### src/design/status_regs_pkg.sv
// Purpose: Shared constants and types for the status, sync and power-down register bank
// Assumes: Byte-wide registers on a plain strobe port
// Notes:   Offsets, field positions and reset values live here only
package status_regs_pkg;

    ////////////////////////////////////////////////////////////////////////////
    // Register offsets
    localparam logic [11:0] STATUS_CTRL_ADDR = 12'h232;
    localparam logic [11:0] POWER_CTRL_ADDR  = 12'h233;
    localparam logic [11:0] UPDATE_ADDR      = 12'h234;

    ////////////////////////////////////////////////////////////////////////////
    // Field positions
    localparam int EEPROM_ROUTE_BIT = 4;
    localparam int DIV_B_BIT        = 3;
    localparam int DIV_A_BIT        = 2;
    localparam int SYNC_BIT         = 0;
    localparam int PD_INPUT_BIT     = 2;
    localparam int PD_VCO_BIT       = 1;
    localparam int PD_DIST_BIT      = 0;
    localparam int UPDATE_BIT       = 0;

    ////////////////////////////////////////////////////////////////////////////
    // Writable masks and reset values
    localparam logic [7:0] STATUS_CTRL_MASK  = 8'h1D;
    localparam logic [7:0] POWER_CTRL_MASK   = 8'h07;
    localparam logic [7:0] STATUS_CTRL_RESET = 8'h00;
    localparam logic [7:0] POWER_CTRL_RESET  = 8'h07;

    // Divide-by-four stage uses a two-bit counter
    localparam logic [1:0] DIV_COUNT_RESET = 2'h0;

    ////////////////////////////////////////////////////////////////////////////
    // Power-down outputs travel together
    typedef struct packed {
        logic input_pll;
        logic vco_pll;
        logic distribution;
    } power_down_t;

    // Update sequencer states
    typedef enum logic [1:0] {
        UPD_IDLE,
        UPD_WAIT_LOW,
        UPD_WAIT_RISE
    } update_state_t;

endpackage

### src/design/status_sync_powerdown_update_regs.sv
// Purpose: Status pin routing, manual divider sync, power-down and update command
// Assumes: Monitor sources, EEPROM busy flag and serial clock arrive asynchronously
// Notes:   Update commit pulse is timed by a rising serial clock edge
//
// Overview of operation
// - Routing bit set drives EEPROM busy flag onto status pin A.
// - Divider bit for pin B divides its signal by four.
// - Divider bit for pin A divides its signal by four.
// - Manual sync bit holds all output dividers in sync like the sync pin.
// - Three power-down bits reset to one; zero enables each section.
// - Update command copies buffered values to active on next serial clock rise.
// - Update command bit clears itself after the transfer.
// - EEPROM busy flag is one during a transfer, zero when complete.
//
// The address-and-strobe port was decided locally.
`timescale 1ns/1ns
module status_sync_powerdown_update_regs
    import status_regs_pkg::*;
(
    // Clock, reset, enable
    input  wire logic        clk_i,
    input  wire logic        rst_i,
    input  wire logic        ce_i,
    // Register port
    input  wire logic [11:0] addr_i,
    input  wire logic [7:0]  wdata_i,
    input  wire logic        wr_i,
    input  wire logic        rd_i,
    output logic      [7:0]  rdata_o,
    // Asynchronous sources
    input  wire logic        monitor_a_i,
    input  wire logic        monitor_b_i,
    input  wire logic        eeprom_busy_i,
    input  wire logic        sclk_i,
    // Status pins
    output logic             status_pin_a_o,
    output logic             status_pin_b_o,
    // Control outputs
    output logic             divider_sync_o,
    output power_down_t      power_down_o,
    output logic             io_update_o
);
    ////////////////////////////////////////////////////////////////////////////
    // Storage and wires
    logic [7:0]    status_ctrl;
    logic [7:0]    power_ctrl;
    logic          update_pending;
    update_state_t state;
    update_state_t next_state;
    logic          mon_a_s;
    logic          mon_b_s;
    logic          busy_s;
    logic          sclk_s;
    logic          sclk_prev;
    logic          sclk_rise;
    logic          src_a;
    logic          wr_status;
    logic          wr_power;
    logic          wr_update;
    logic [7:0]    next_rdata;
    logic          commit;

    ////////////////////////////////////////////////////////////////////////////
    // Input synchronisers
    sync_2ff u_sync_a (
        .clk_i (clk_i),
        .rst_i (rst_i),
        .ce_i  (ce_i),
        .d_i   (monitor_a_i),
        .q_o   (mon_a_s)
    );
    sync_2ff u_sync_b (
        .clk_i (clk_i),
        .rst_i (rst_i),
        .ce_i  (ce_i),
        .d_i   (monitor_b_i),
        .q_o   (mon_b_s)
    );
    sync_2ff u_sync_busy (
        .clk_i (clk_i),
        .rst_i (rst_i),
        .ce_i  (ce_i),
        .d_i   (eeprom_busy_i),
        .q_o   (busy_s)
    );
    sync_2ff u_sync_sclk (
        .clk_i (clk_i),
        .rst_i (rst_i),
        .ce_i  (ce_i),
        .d_i   (sclk_i),
        .q_o   (sclk_s)
    );

    ////////////////////////////////////////////////////////////////////////////
    // Address decode
    assign wr_status = wr_i && (addr_i == STATUS_CTRL_ADDR);
    assign wr_power  = wr_i && (addr_i == POWER_CTRL_ADDR);
    assign wr_update = wr_i && (addr_i == UPDATE_ADDR) && wdata_i[UPDATE_BIT];

    // Read mux; unmapped addresses read zero
    always_comb begin
        if (addr_i == STATUS_CTRL_ADDR)
            next_rdata = status_ctrl;
        else if (addr_i == POWER_CTRL_ADDR)
            next_rdata = power_ctrl;
        else if (addr_i == UPDATE_ADDR)
            next_rdata = {7'h00, update_pending};
        else
            next_rdata = 8'h00;
    end

    ////////////////////////////////////////////////////////////////////////////
    // Control registers, masked so reserved bits stay zero
    always_ff @(posedge clk_i) begin
        if (rst_i) begin
            status_ctrl <= STATUS_CTRL_RESET;
            power_ctrl  <= POWER_CTRL_RESET;
            rdata_o     <= 8'h00;
        end else if (ce_i) begin
            if (wr_status)
                status_ctrl <= wdata_i & STATUS_CTRL_MASK;
            if (wr_power)
                power_ctrl <= wdata_i & POWER_CTRL_MASK;
            rdata_o <= rd_i ? next_rdata : 8'h00;
        end
    end

    ////////////////////////////////////////////////////////////////////////////
    // Status pin paths
    assign src_a = status_ctrl[EEPROM_ROUTE_BIT] ? busy_s : mon_a_s;

    status_divider u_div_a (
        .clk_i    (clk_i),
        .rst_i    (rst_i),
        .ce_i     (ce_i),
        .enable_i (status_ctrl[DIV_A_BIT]),
        .sig_i    (src_a),
        .pin_o    (status_pin_a_o)
    );
    status_divider u_div_b (
        .clk_i    (clk_i),
        .rst_i    (rst_i),
        .ce_i     (ce_i),
        .enable_i (status_ctrl[DIV_B_BIT]),
        .sig_i    (mon_b_s),
        .pin_o    (status_pin_b_o)
    );

    ////////////////////////////////////////////////////////////////////////////
    // Sync and power-down outputs come straight from register bits
    assign divider_sync_o            = status_ctrl[SYNC_BIT];
    assign power_down_o.input_pll    = power_ctrl[PD_INPUT_BIT];
    assign power_down_o.vco_pll      = power_ctrl[PD_VCO_BIT];
    assign power_down_o.distribution = power_ctrl[PD_DIST_BIT];

    ////////////////////////////////////////////////////////////////////////////
    // Update sequencer: wait for serial clock low, then its rise
    assign sclk_rise = sclk_s & ~sclk_prev;
    assign commit    = (state == UPD_WAIT_RISE) && sclk_rise;

    // Waiting for low first means a rise already in flight is not used
    always_comb begin
        next_state = state;
        case (state)
            UPD_IDLE: begin
                if (wr_update)
                    next_state = UPD_WAIT_LOW;
            end
            UPD_WAIT_LOW: begin
                if (!sclk_s)
                    next_state = UPD_WAIT_RISE;
            end
            UPD_WAIT_RISE: begin
                if (sclk_rise)
                    next_state = UPD_IDLE;
            end
            default: next_state = UPD_IDLE;
        endcase
    end

    // Pending bit: the set in the same cycle as commit wins
    always_ff @(posedge clk_i) begin
        if (rst_i) begin
            state          <= UPD_IDLE;
            sclk_prev      <= 1'b0;
            update_pending <= 1'b0;
            io_update_o    <= 1'b0;
        end else if (ce_i) begin
            sclk_prev   <= sclk_s;
            io_update_o <= commit;
            if (commit && wr_update) begin
                state          <= UPD_WAIT_LOW;
                update_pending <= 1'b1;
            end else begin
                state <= next_state;
                if (wr_update)
                    update_pending <= 1'b1;
                else if (commit)
                    update_pending <= 1'b0;
            end
        end
    end
endmodule

### src/design/sync_2ff.sv
// Purpose: Two flip-flop level synchroniser
// Assumes: Input is asynchronous to clk_i
// Notes:   First stage feeds only the second stage
`timescale 1ns/1ns
module sync_2ff (
    // Clock and control
    input  wire logic clk_i,
    input  wire logic rst_i,
    input  wire logic ce_i,
    // Data
    input  wire logic d_i,
    output logic      q_o
);
    logic meta;

    // Plain two-stage chain
    always_ff @(posedge clk_i) begin
        if (rst_i) begin
            meta <= 1'b0;
            q_o  <= 1'b0;
        end else if (ce_i) begin
            meta <= d_i;
            q_o  <= meta;
        end
    end
endmodule

### src/design/status_divider.sv
// Purpose: Optional divide-by-four of a monitor signal for a status pin
// Assumes: Source is already synchronised to clk_i
// Notes:   Divides rising edges of the source, output is a register
`timescale 1ns/1ns
module status_divider
    import status_regs_pkg::*;
(
    // Clock and control
    input  wire logic clk_i,
    input  wire logic rst_i,
    input  wire logic ce_i,
    // Signal path
    input  wire logic enable_i,
    input  wire logic sig_i,
    output logic      pin_o
);
    logic       sig_prev;
    logic [1:0] count;
    logic       rise;

    // Edge of the source advances the counter
    assign rise = sig_i & ~sig_prev;

    // Toggle every second rising edge gives a quarter rate output
    always_ff @(posedge clk_i) begin
        if (rst_i) begin
            sig_prev <= 1'b0;
            count    <= DIV_COUNT_RESET;
            pin_o    <= 1'b0;
        end else if (ce_i) begin
            sig_prev <= sig_i;
            if (!enable_i) begin
                count <= DIV_COUNT_RESET;
                pin_o <= sig_i;
            end else if (rise) begin
                count <= count + 2'h1;
                if (count[0])
                    pin_o <= ~pin_o;
            end
        end
    end
endmodule

### config.mk
export PLATFORM = sky130hd
export DESIGN_NAME = status_sync_powerdown_update_regs
export DESIGN_NICKNAME = d
export VERILOG_FILES = /design/src/design/status_regs_pkg.sv /design/src/design/status_sync_powerdown_update_regs.sv /design/src/design/sync_2ff.sv /design/src/design/status_divider.sv
export SDC_FILE = /design/constraint.sdc
export NUM_CORES = 1
export LEC_CHECK = 0
export BUFFER_PORTS_ARGS = -buffer_cell sky130_fd_sc_hd__buf_4
export CAP_MARGIN = 20
export CORE_MARGIN = 3
export CORE_UTILIZATION = 29
export CTS_BUF_LIST = sky130_fd_sc_hd__clkbuf_16
export CTS_CLUSTER_DIAMETER = 100
export CTS_CLUSTER_SIZE = 14
export DETAILED_ROUTE_END_ITERATION = 8
export PLACE_DENSITY_LB_ADDON = 0.25
export SETUP_SLACK_MARGIN = 0.05
export SLEW_MARGIN = 20
export SYNTH_ARGS = -nofsm -noshare
export SYNTH_HDL_FRONTEND = slang
export SYNTH_HIERARCHICAL = 1
export SYNTH_SLANG_ARGS = --single-unit
### constraint.sdc
create_clock -name clk_i -period 3.2 [get_ports clk_i]
set_clock_uncertainty 0.2 [all_clocks]
set_input_delay 0.96 -clock clk_i [delete_from_list [all_inputs] [get_ports clk_i]]
set_output_delay 0.96 -clock clk_i [all_outputs]
set_load 0.05 [all_outputs]
# Word level (Yosys, flattened, before mapping)
# Index checks and enable logic that the tools add are counted.
dict set report op_classes {
  n_addsub 2
  mul 0
  n_div 0
  magnitude_cmp 0
  eq_ne 12
  shifts 0
  muxes 23
  n_bitwise 8
  reduce_logical 16
}
# op count
set ops {}
lappend ops {{$eq 12x10->1 const B} 3}
lappend ops {{$mux 2} 8}
lappend ops {{$mux 8} 2}
lappend ops {{$mux 1} 11}
lappend ops {{$reduce_and 2->1} 5}
lappend ops {{$ne 2x1->1 const B} 4}
lappend ops {{$logic_and 1x1->1} 6}
lappend ops {{$ne 3x3->1 const B} 2}
lappend ops {{$pmux 2 s3} 1}
lappend ops {{$reduce_and 3->1} 2}
lappend ops {{$not 1->1} 5}
lappend ops {{$add 2x1->2 const B} 2}
lappend ops {{$reduce_and 4->1} 1}
lappend ops {{$and 1x1->1} 3}
lappend ops {{$mux 3} 1}
lappend ops {{$ne 3x2->1 const B} 1}
lappend ops {{$reduce_bool 3->1} 1}
lappend ops {{$eq 2x1->1 const B} 1}
lappend ops {{$eq 2x2->1 const B} 1}
lappend ops {{$logic_not 2->1} 1}
dict set report totals {
  reg_bits 36
  latchBits 0
  ramBits 0
  romBits 0
  input_bits 29
  output_inout_bits 15
  wordCells 82
  mem_count 0
}

# Depth between registers and ports, before layout
# Gate-level depths: netlist (run 1).
dict set report depth {
  word_depth 6
  mapped_depth 4
  depth_no_buf 4
}

# Cells and area by module
# Netlist (run 1), hierarchy kept.
# mod n_inst cells_each area_each_um2 seq_area_each_um2
set by_module_without_submodules {}
lappend by_module_without_submodules {status_sync_powerdown_update_regs 1 97 867.1 340.3}
lappend by_module_without_submodules {status_divider 2 20 167.7 60.1}
lappend by_module_without_submodules {sync_2ff 4 6 67.6 40.0}

# Worst setup path before layout (run 1)
# Ideal clock, no wire load.
dict set report synth_timing {
  kind {input to register}
  start {input addr_i[7]}
  end {register power_ctrl[0]}
  setup_ns 0.072
  arrival_ns 2.354
  t_required_ns 2.928
  setup_slack_ns 0.574
  path_stages 4
  path_buffers 0
  cell_sequence {or4b_4 > or4_4 > nor2_2 > mux2i_1}
}
dict set report synth_between {
  elab_chain_len 3
}
# item line_no
set synth_lines {}
lappend synth_lines {{start, declared} status_sync_powerdown_update_regs.sv:25} ;# input wire logic [11:0] addr_i,
lappend synth_lines {{$eq 12x10->1} status_sync_powerdown_update_regs.sv:97} ;# assign wr_power = wr_i && (addr_i == POWER_CTRL_ADDR);
lappend synth_lines {{$logic_and 1x1->1} status_sync_powerdown_update_regs.sv:97}
lappend synth_lines {{$reduce_and 2->1 (no source line)} n/a}
lappend synth_lines {{end signal, assigned} status_sync_powerdown_update_regs.sv:123} ;# power_ctrl <= wdata_i & POWER_CTRL_MASK;
lappend synth_lines {{end, declared} status_sync_powerdown_update_regs.sv:46} ;# logic [7:0] power_ctrl;
# Every way passes these cells.
# A chain may end at the register's enable or synchronous reset.

# Worst setup path in the final report (run 1)
dict set report layout_timing {
  start {input addr_i[7]}
  end {register update_pending}
}
dict set report layout_between {
  elab_chain_len 6
  elab_cells_between_ends 8
  cone_classes {eq/ne: 1; mux: 2; reduce/logical: 5}
}
# item line_no
set layout_lines {}
lappend layout_lines {{$eq 12x10->1 (*)} status_sync_powerdown_update_regs.sv:98} ;# assign wr_update = wr_i && (addr_i == UPDATE_ADDR) && wdata_i[UPDATE_BIT];
lappend layout_lines {{$logic_and 1x1->1 (*) (2 in series)} status_sync_powerdown_update_regs.sv:98}
lappend layout_lines {{$logic_and 1x1->1} status_sync_powerdown_update_regs.sv:191} ;# if (commit && wr_update) begin
lappend layout_lines {{$reduce_bool 3->1 (no source line)} n/a}
lappend layout_lines {{$reduce_and 2->1 (no source line)} n/a}
lappend layout_lines {{end signal, assigned} status_sync_powerdown_update_regs.sv:193} ;# update_pending <= 1'b1;
lappend layout_lines {{end signal, assigned} status_sync_powerdown_update_regs.sv:197} ;# update_pending <= 1'b1;
lappend layout_lines {{end signal, assigned} status_sync_powerdown_update_regs.sv:199} ;# update_pending <= 1'b0;
lappend layout_lines {{end, declared} status_sync_powerdown_update_regs.sv:47} ;# logic update_pending;
# Mark *: on every way between the ends. The rest lies on a longest branch, timed or not.

==> impl_metrics.csv, run 1 <==
group,metric,value,unit
status,status,"completed",
clock_network,cts-hold-fix-buffers,0,
drt,first_pass_iters,4,
global_route,grt_pass1_wl,5340,um
timing,rsz0062_at_grt,"false",
clock_network,cts_tree,"built",
logic_synthesis,synth.distinct_cells,39,
drt,wl,3110,um
setup_path,path_cells,"buf_4, or4b_4, or4_4, nand4bb_1, a21oi_1",
final_layout,multi_input_area,781,um2
setup_path,critPathCaptureType,"flop",
setup_path,crit_path_top_delay_cell,"or4b_4",
logic_synthesis,ys_ff_latch,31,
setup_path,cp_max_fo,3,
setup_path,cp_num_cells,5,
clock_network,htree_levels,2,
global_route,grt_use_total,11.1,%
drt,drtIter0Drc,30,
setup_path,reg2reg_from,"status_ctrl[4]",
setup_path,required,3.20,ns
global_route,antenna_found_initial,0,
place,dp_hpwl,2240,um
drt,post-route-drc-count,0,
hold_path,hold_class,"flop to flop",
clock_network,cts_buffer_depth,2,
logic_synthesis,yosysWarningCount,6,
setup_path,startpoint,"addr_i[7]",
logic_synthesis,synthCells,161,
timing,finalSetupTns,0,ns
floorplanning,die_area,5970,um2
clock_network,cts_sinks,31,
hold_path,hold_depth,2,
timing,finalSetupViolCount,0,
logic_synthesis,seq_area_frac_synth,42.1,%
power_and_ir_drop,p_leak,0.788,nW
setup_path,critPathMaxStageDelay,0.55,ns
place,gp_congestion,0.800,
final_layout,drive_gt1_share,26.8,%
final_layout,synthToLayoutAreaGrowth,32.6,%
logic_synthesis,dominantRegCellSynth,"dfxtp_1",
timing,hold_viol_final,0,
setup_path,critPathLaunchType,"input pin",
global_route,grt_max_degree,37,
floorplanning,core,4820,um2
logic_synthesis,synth_area,1470,um2
clock_network,clkSlewWorstSetupHoldPaths,0.05,ns
clock_network,cts_root_buf,"clkbuf_16",
final_layout,diodes,0,
hold_path,hp-start,"update_pending",
timing,period_minus_slack,2.55,ns
floorplanning,start_util,30.6,%
floorplanning,fp.dieH,77.3,um
floorplanning,ios,44,
drt,viasPerCell,4.50,
timing,fmax,392,MHz
global_route,grt-ovfl-total,0,
clock_network,numCtsBuffers,5,
setup_path,arrival,2.55,ns
setup_path,path_buf_inv,1,
timing,worst_pin_slew,0.496,ns
drt,routedWlPerCell,11.4,um
setup_path,worstSetupPathType,"input pin to flop",
clock_network,cts_setup_buffers,0,
power_and_ir_drop,ir_drop,269,uV
timing,fin_ws,0.652,ns
logic_synthesis,synth_edf_count,0,
drt,via_count,1223,
power_and_ir_drop,power.density,464,nW/um2
final_layout,n_fill_cell,518,
floorplanning,row_count,25,
timing,fin_crit_sh,79.6,%
floorplanning,die-width,77.3,um
timing,drv_slew,0,
logic_synthesis,async_reset_ff_share,0,%
logic_synthesis,syn_avg_cell_area,9.15,um2
place,io_buffers,37,
setup_path,cp_top_family,"simple AND/OR/NAND/NOR gates",
global_route,grt_pass1_vias,1146,
clock_network,cts_resized,0,
clock_network,clock_latency,0.27,ns
final_layout,seqCellArea,621,um2
timing,relSlewSlack,66.6,%
place,dp_slack,0.356,ns
drt,antenna_left,0,
final_layout,finalNetCount,233,
setup_path,rr_worst_depth,4,
flow_run,maxCapViolCount,0,
==> sequential cells by signal, summed over array words and instances, names as in the netlist, 2 cells and up <==
register     count
state            2
rdata_o          5
status_ctrl      4
power_ctrl       3
==> Yosys cell counts, types with 2 or more instances <==
master	count	area share (%)
a2111oi_2	2	2.0
a21oi_1	9	3.1
a31oi_1	2	0.85
and2b_1	2	1.0
buf_4	3	1.5
buf_6	2	1.5
dfxtp_1	31	42
inv_1	8	2.0
mux2_2	2	1.5
mux2i_1	18	12
nand2_1	4	1.0
nand2b_1	10	4.2
nand3_1	7	2.4
nand4_1	2	0.85
nand4b_1	2	1.2
nor2_1	28	7.1
nor3_1	2	0.68
nor3b_1	2	1.0
o21ai_0	2	0.68
o21ai_1	2	0.68
or2_1	2	0.85
or2b_1	2	1.0
==> per-stage QoR <==
stage	instance area, um2	utilization [%]	instances	hold slack (ns)	power (W)
6_report	1950	40.5	272	0.252	0.000906
5_1_grt	1950	40.5	272	0.287	0.000947
4_1_cts	1950	40.5	272	0.256	0.000922
3_5_place_dp	1820	37.7	264	0.249	0.000483
3_3_place_gp	1820	37.7	264	0.243	0.000483
2_1_floorplan	1480	-	163	0.230	0.000446
==> layer usage <==
layer	GRT usage (%)	part of all wire [%]
met1	14.5	48
met2	16.0	44
met3	4.23	5.8
met4	5.52	1.8
met5	0	0
==> logic make-up (layout without fill, tap and decap cells) <==
| kind of cell | count (synthesis) | after routing | synth area share, % |
|---|---|---|---|
| AO/OA/AOI/OAI | 22 | 22 | 10.1 |
| other | 1 | 3 | 0.255 |
| AND/OR/NAND/NOR | 73 | 73 | 28.4 |
| multiplexers | 20 | 20 | 13.8 |
| buffers and inverters | 14 | 56 | 5.35 |
| flip-flops | 31 | 31 | 42.1 |
==> worst min-delay path: stages (launching register included) <==
cell and delay (ns):
dfxtp_1 0.30, nand2_1 0.05, a21oi_1 0.05
==> where the power goes <==
group / internal [W] / total [W] / leakage (nW) / switching, W
Combinational: 0.0000370 / 0.0000783 / 0.461 / 0.0000413
Clock: 0.000280 / 0.000431 / 0.0762 / 0.000152
Sequential: 0.000393 / 0.000396 / 0.251 / 0.00000358
Total: 0.000709 / 0.000906 / 0.788 / 0.000196
==> cells in the final DEF (no fill, tap or decap), types with 2 or more instances in the layout <==
cell and count:
a2111oi_2 2, a21oi_1 9, a31oi_1 2, and2b_1 2, buf_4 40, clkbuf_16 5, conb_1 3, dfxtp_1 31
inv_1 10, mux2_2 2, mux2i_1 18, nand2_1 4, nand2b_1 10, nand3_1 7, nand4_1 2, nand4b_1 2
nor2_1 28, nor3_1 2, nor3b_1 2, o21ai_0 2, o21ai_1 2, or2_1 2, or2b_1 2
==> final cells by class <==
class,instances,area share (%)
clock buffer,5,6.41
clock inverter,3,0.641
sequential,31,31.8
timing repair buffer,40,15.4
inverter,8,1.54
tap,67,4.29
multi-input combinational,118,40.0
==> path summary, 6_finish.rpt <==
check              endpoint  slack, ns
min          update_pending       0.25
max          update_pending       0.65
max reg2reg   u_div_a/pin_o       1.66
min reg2reg  update_pending       0.25
Note: power is estimated with default switching activity, not from simulation.
==> run 2: changes to the inputs <==
==> constraint.sdc (replaced) <==
create_clock -name clk_i -period 2.6 [get_ports clk_i]
set_clock_uncertainty 0.2 [all_clocks]
set_input_delay 0.78 -clock clk_i [delete_from_list [all_inputs] [get_ports clk_i]]
set_output_delay 0.78 -clock clk_i [all_outputs]
set_load 0.05 [all_outputs]
==> run 2 against run 1 <==
Hold slack barely moved; power rose by 24%; sequential share of layout area fell by 0.24 points; global-route usage rose by 0.087 points; core utilization rose by 0.31 points; count of clock-buffer cells in the layout did not move; final area rose by 0.77%.
==> impl_metrics.csv, run 2 (synthesis gave the netlist of run 1 again) <==
group,metric,value,unit
power_and_ir_drop,p_int,0.000874,W
clock_network,clock_latency,0.28,ns
floorplanning,fp.dieH,77.3,um
final_layout,final_cell_mix,"buf_4, dfxtp_1, nor2_1",
hold_path,hold_depth,2,
global_route,antenna_found_initial,0,
global_route,grt_max_degree,37,
floorplanning,start_util,30.6,%
final_layout,diodes,0,
drt,drtIter0Drc,58,
power_and_ir_drop,clockPowerShare,47.9,%
floorplanning,ios,44,
drt,first_pass_iters,4,
timing,finalSetupTns,0,ns
timing,hold_viol_final,0,
timing,period_minus_slack,2.34,ns
drt,viasPerCell,4.54,
clock_network,cts_root_buf,"clkbuf_16",
place,dp_hpwl,2210,um
setup_path,reg2reg_from,"status_ctrl[4]",
final_layout,largest_reg_flops,5,
drt,routedWlPerCell,11.6,um
drt,wl,3170,um
clock_network,cts_sinks,31,
setup_path,required,2.55,ns
drt,post-route-drc-count,0,
drt,via_count,1244,
global_route,grt_use_total,11.2,%
global_route,grt_pass1_wl,5350,um
clock_network,cts_buffer_depth,2,
clock_network,numCtsBuffers,5,
timing,finalSetupViolCount,0,
final_layout,n_fill_cell,505,
floorplanning,die-width,77.3,um
place,io_buffers,37,
power_and_ir_drop,p_leak,0.796,nW
final_layout,fin_cells,274,
floorplanning,core,4820,um2
drt,wl_met3,203,um
timing,drv_slew,0,
power_and_ir_drop,p_comb_share,8.7,%
power_and_ir_drop,power.density,570,nW/um2
hold_path,hold_class,"flop to flop",
clock_network,cts-hold-fix-buffers,0,
setup_path,critPathLaunchType,"input pin",
final_layout,top_register,"rdata_o",
final_layout,seqCellArea,621,um2
timing,fin_ws,0.260,ns
drt,route.met2.wl,1380,um
place,gp_congestion,0.765,
setup_path,critPathCaptureType,"flop",
final_layout,drive_gt1_share,27.5,%
hold_path,hp-start,"update_pending",
power_and_ir_drop,p_switching,0.000248,W
setup_path,r2r-end,"u_div_a/pin_o",
setup_path,r2r_slack,1.05,ns
floorplanning,row_count,25,
clock_network,clkSlewWorstSetupHoldPaths,0.05,ns
timing,rsz0062_at_grt,"false",
timing,fin_crit_sh,90.0,%
global_route,grt-ovfl-total,0,
final_layout,multi_input_area,781,um2
place,dp_slack,-0.0574,ns
drt,top_layer_used,"met4",
clock_network,htree_levels,2,
final_layout,synthToLayoutAreaGrowth,33.6,%
setup_path,worstSetupPathType,"input pin to flop",
clock_network,cts_resized,0,
global_route,grt_pass1_vias,1180,
drt,m1WireLength,1530,um
timing,fmax,427,MHz
flow_run,maxCapViolCount,0,
power_and_ir_drop,ir_drop,254,uV
clock_network,cts_setup_buffers,0,
floorplanning,die_area,5970,um2
power_and_ir_drop,seqPwrFrac,43.4,%
setup_path,rr_worst_depth,4,
power_and_ir_drop,switching_share,22.1,%
final_layout,reg_top3,"rdata_o: 5 flops, status_ctrl: 4 flops, power_ctrl: 3 flops",
setup_path,arrival,2.29,ns
final_layout,finalNetCount,235,
setup_path,cp_max_fo,4,
clock_network,cts_tree,"built",
final_layout,final_common_cell,"buf_4",
drt,antenna_left,0,
status,status,"completed",
hold_path,hold_end,"update_pending",
place,place_inst,266,
run 2: changes by cell type in the layout (fill, tap and decap cells not counted):
cell,change
buf_4,+2
run 2: critical path, stage by stage:
cell	delay (ns)
buf_4	0.10
or4b_4	0.52
buf_4	0.16
nor4b_4	0.42
mux2i_1	0.25
nor2_1	0.05
run 2: how the worst max path moves through the flow:
stage / startpoint / end / slack [ns] / cells past startpoint
2_1_floorplan: addr_i[7] / power_ctrl[0] / 0.15 / 4
3_3_place_gp: addr_i[7] / status_ctrl[2] / -0.04 / 6
3_5_place_dp: addr_i[7] / status_ctrl[2] / -0.06 / 6
4_1_cts: addr_i[7] / status_ctrl[2] / 0.24 / 6
5_1_grt: addr_i[7] / status_ctrl[2] / 0.16 / 6
6_report: addr_i[7] / status_ctrl[2] / 0.26 / 6
run 2: through the flow:
stage | total power (W) | utilization (%) | hold WS [ns] | instance area, um2
after floorplan | 0.000549 | - | 0.230 | 1480
after global placement | 0.000595 | 38.0 | 0.243 | 1830
after detailed placement | 0.000595 | 38.0 | 0.247 | 1830
after CTS | 0.00114 | 40.9 | 0.254 | 1970
after global routing | 0.00118 | 40.9 | 0.293 | 1970
final | 0.00112 | 40.9 | 0.252 | 1970
run 2: final cells by class:
type                            count  area share (%)
Timing Repair Buffer               42            16.0
Clock buffer                        5            6.36
Tap cell                           67            4.26
Inverter                            8            1.53
Clock inverter                      3           0.636
Sequential cell                    31            31.5
Multi-Input combinational cell    118            39.7
run 2: power groups by stage:
stage | registers [W] | logic, W | clock network, W
finish | 0.000488 | 0.0000975 | 0.000537
global route | 0.000488 | 0.000107 | 0.000583
CTS | 0.000487 | 0.0000985 | 0.000551
detailed placement | 0.000497 | 0.0000983 | 0
global placement | 0.000497 | 0.0000982 | 0
floorplan | 0.000497 | 0.0000519 | 0
run 2: per-layer routing:
layer / vias up / global-route usage [%]
met5: - / 0
met4: 0 / 4.27
met3: 5 / 5.05
met2: 30 / 17.0
met1: 564 / 13.9
li1: 645 / -
==> run 3: changes to the inputs <==
--- a/config.mk
+++ b/config.mk
@@ -7,13 +7,15 @@
 export LEC_CHECK = 0
 export BUFFER_PORTS_ARGS = -buffer_cell sky130_fd_sc_hd__buf_4
 export CAP_MARGIN = 20
+export CELL_PAD_IN_SITES_DETAIL_PLACEMENT = 1
+export CELL_PAD_IN_SITES_GLOBAL_PLACEMENT = 1
 export CORE_MARGIN = 3
 export CORE_UTILIZATION = 29
 export CTS_BUF_LIST = sky130_fd_sc_hd__clkbuf_16
 export CTS_CLUSTER_DIAMETER = 100
 export CTS_CLUSTER_SIZE = 14
 export DETAILED_ROUTE_END_ITERATION = 8
-export PLACE_DENSITY_LB_ADDON = 0.25
+export PLACE_DENSITY_LB_ADDON = 0.3
 export SETUP_SLACK_MARGIN = 0.05
 export SLEW_MARGIN = 20
 export SYNTH_ARGS = -nofsm -noshare
==> run 3 against run 2 <==
Flip-flop and latch count did not move; final area fell by 0.45%; sequential share of layout area rose by 0.14 points; non-clock buffer count fell by 1; combinational power is 0.9% higher; maximum frequency fell by 0.95%; cell count is 0.36% lower; critical path depth down 1; sequential power is essentially flat; die area did not move; register-to-register slack is essentially flat; critical endpoint is now update_pending; highest routed layer unchanged.
==> impl_metrics.csv, run 3 (synthesis gave the netlist of run 1 again) <==
group,metric,value,unit
global_route,grt_pass1_vias,1314,
final_layout,finalNetCount,234,
final_layout,reg_top3,"rdata_o: 5 flops, status_ctrl: 4 flops, power_ctrl: 3 flops",
setup_path,path_buf_inv,1,
clock_network,htree_levels,2,
final_layout,largest_reg_flops,5,
final_layout,n_fill_cell,579,
clock_network,cts_resized,0,
clock_network,cts_root_buf,"clkbuf_16",
setup_path,critPathMaxStageDelay,0.56,ns
floorplanning,die-width,77.3,um
floorplanning,row_count,25,
clock_network,cts_tree,"built",
clock_network,cts_sinks,31,
setup_path,cp_max_fo,3,
hold_path,hold_depth,2,
global_route,grt_pass1_wl,6250,um
timing,fmax,423,MHz
setup_path,path_cells,"buf_4, or4b_4, or4_4, nand4bb_1, a21oi_1",
floorplanning,ios,44,
setup_path,rr_worst_depth,4,
setup_path,required,2.61,ns
timing,drv_slew,0,
drt,viasPerCell,4.62,
drt,wl,3440,um
setup_path,r2r-end,"u_div_a/pin_o",
final_layout,final_common_cell,"buf_4",
final_layout,top_register,"rdata_o",
power_and_ir_drop,ir_drop,240,uV
drt,first_pass_iters,4,
drt,via_count,1260,
global_route,antenna_found_initial,0,
drt,post-route-drc-count,0,
status,status,"completed",
clock_network,numCtsBuffers,5,
hold_path,hold_class,"flop to flop",
hold_path,hold_end,"update_pending",
setup_path,critPathCaptureType,"flop",
setup_path,worstSetupPathType,"input pin to flop",
drt,antenna_left,0,
floorplanning,start_util,30.6,%
global_route,grt_max_degree,37,
hold_path,hp-start,"update_pending",
final_layout,diodes,0,
clock_network,cts_setup_buffers,0,
timing,fin_crit_sh,90.9,%
setup_path,reg2reg_from,"status_ctrl[4]",
final_layout,seqCellArea,621,um2
drt,routedWlPerCell,12.6,um
clock_network,cts-hold-fix-buffers,0,
timing,finalSetupViolCount,0,
timing,fin_ws,0.238,ns
drt,drtIter0Drc,32,
floorplanning,core,4820,um2
timing,rsz0062_at_grt,"false",
power_and_ir_drop,power,0.00112,W
timing,period_minus_slack,2.36,ns
place,dp_slack,-0.0723,ns
floorplanning,die_area,5970,um2
clock_network,clock_latency,0.27,ns
timing,hold_viol_final,0,
floorplanning,fp.dieH,77.3,um
setup_path,r2r_slack,1.04,ns
setup_path,arrival,2.37,ns
place,io_buffers,37,
timing,finalSetupTns,0,ns
setup_path,critPathLaunchType,"input pin",
power_and_ir_drop,p_leak,0.786,nW
final_layout,final_cell_mix,"buf_4, dfxtp_1, nor2_1",
final_layout,multi_input_area,781,um2
place,dp_hpwl,2580,um
final_layout,drive_gt1_share,26.7,%
global_route,grt-ovfl-total,0,
setup_path,cp_top_family,"simple AND/OR/NAND/NOR gates",
flow_run,maxCapViolCount,0,
setup_path,crit_path_top_delay_cell,"or4b_4",
power_and_ir_drop,power.density,571,nW/um2
place,gp_congestion,0.722,
clock_network,cts_buffer_depth,2,
clock_network,clkSlewWorstSetupHoldPaths,0.05,ns
final_layout,synthToLayoutAreaGrowth,33.1,%
global_route,grt_use_total,13.1,%
==> run 3: per-layer routing <==
| metal | vias up | routed length, um | global-route usage (%) |
|---|---|---|---|
| met5 | - | 0 | 0 |
| met2 | 27 | 1620 | 21.0 |
| met4 | 0 | 66 | 6.94 |
| met3 | 5 | 183 | 3.40 |
| li1 | 645 | - | - |
| met1 | 583 | 1570 | 15.9 |
==> run 3: where the power goes <==
group | internal [W] | switching, W | total, W
Combinational | 0.0000463 | 0.0000521 | 0.0000984
Sequential | 0.000483 | 0.00000454 | 0.000488
Clock | 0.000343 | 0.000190 | 0.000533
Total | 0.000872 | 0.000246 | 0.00112
==> run 3: tightest hold or removal path, stage by stage (launching register included) <==
cell and delay [ns]:
dfxtp_1 0.31, nand2_1 0.06, a21oi_1 0.05
==> run 3: stage by stage <==
step	hold slack (ns)	utilization (%)	area, um2	instances
floorplan	0.230	-	1480	163
finish	0.265	40.7	1960	273
CTS	0.265	40.7	1960	273
global route	0.308	40.7	1960	273
global placement	0.242	37.8	1820	265
detailed placement	0.252	37.8	1820	265
==> run 3: layout make-up <==
class	instances	share of cell area, %
multi-input combinational	118	39.8
tap	67	4.28
sequential	31	31.7
timing repair buffer	41	15.7
inverter	8	1.53
clock inverter	3	0.575
clock buffer	5	6.39
==> run 3: how the worst max path moves through the flow <==
stage,from,endpoint,slack [ns],depth (start not counted)
after floorplan,addr_i[7],power_ctrl[0],0.15,4
after global routing,addr_i[7],update_pending,0.16,5
after detailed placement,addr_i[7],power_ctrl[1],-0.07,5
after global placement,addr_i[7],power_ctrl[0],-0.05,5
final,addr_i[7],update_pending,0.24,5
after CTS,addr_i[7],power_ctrl[0],0.23,5
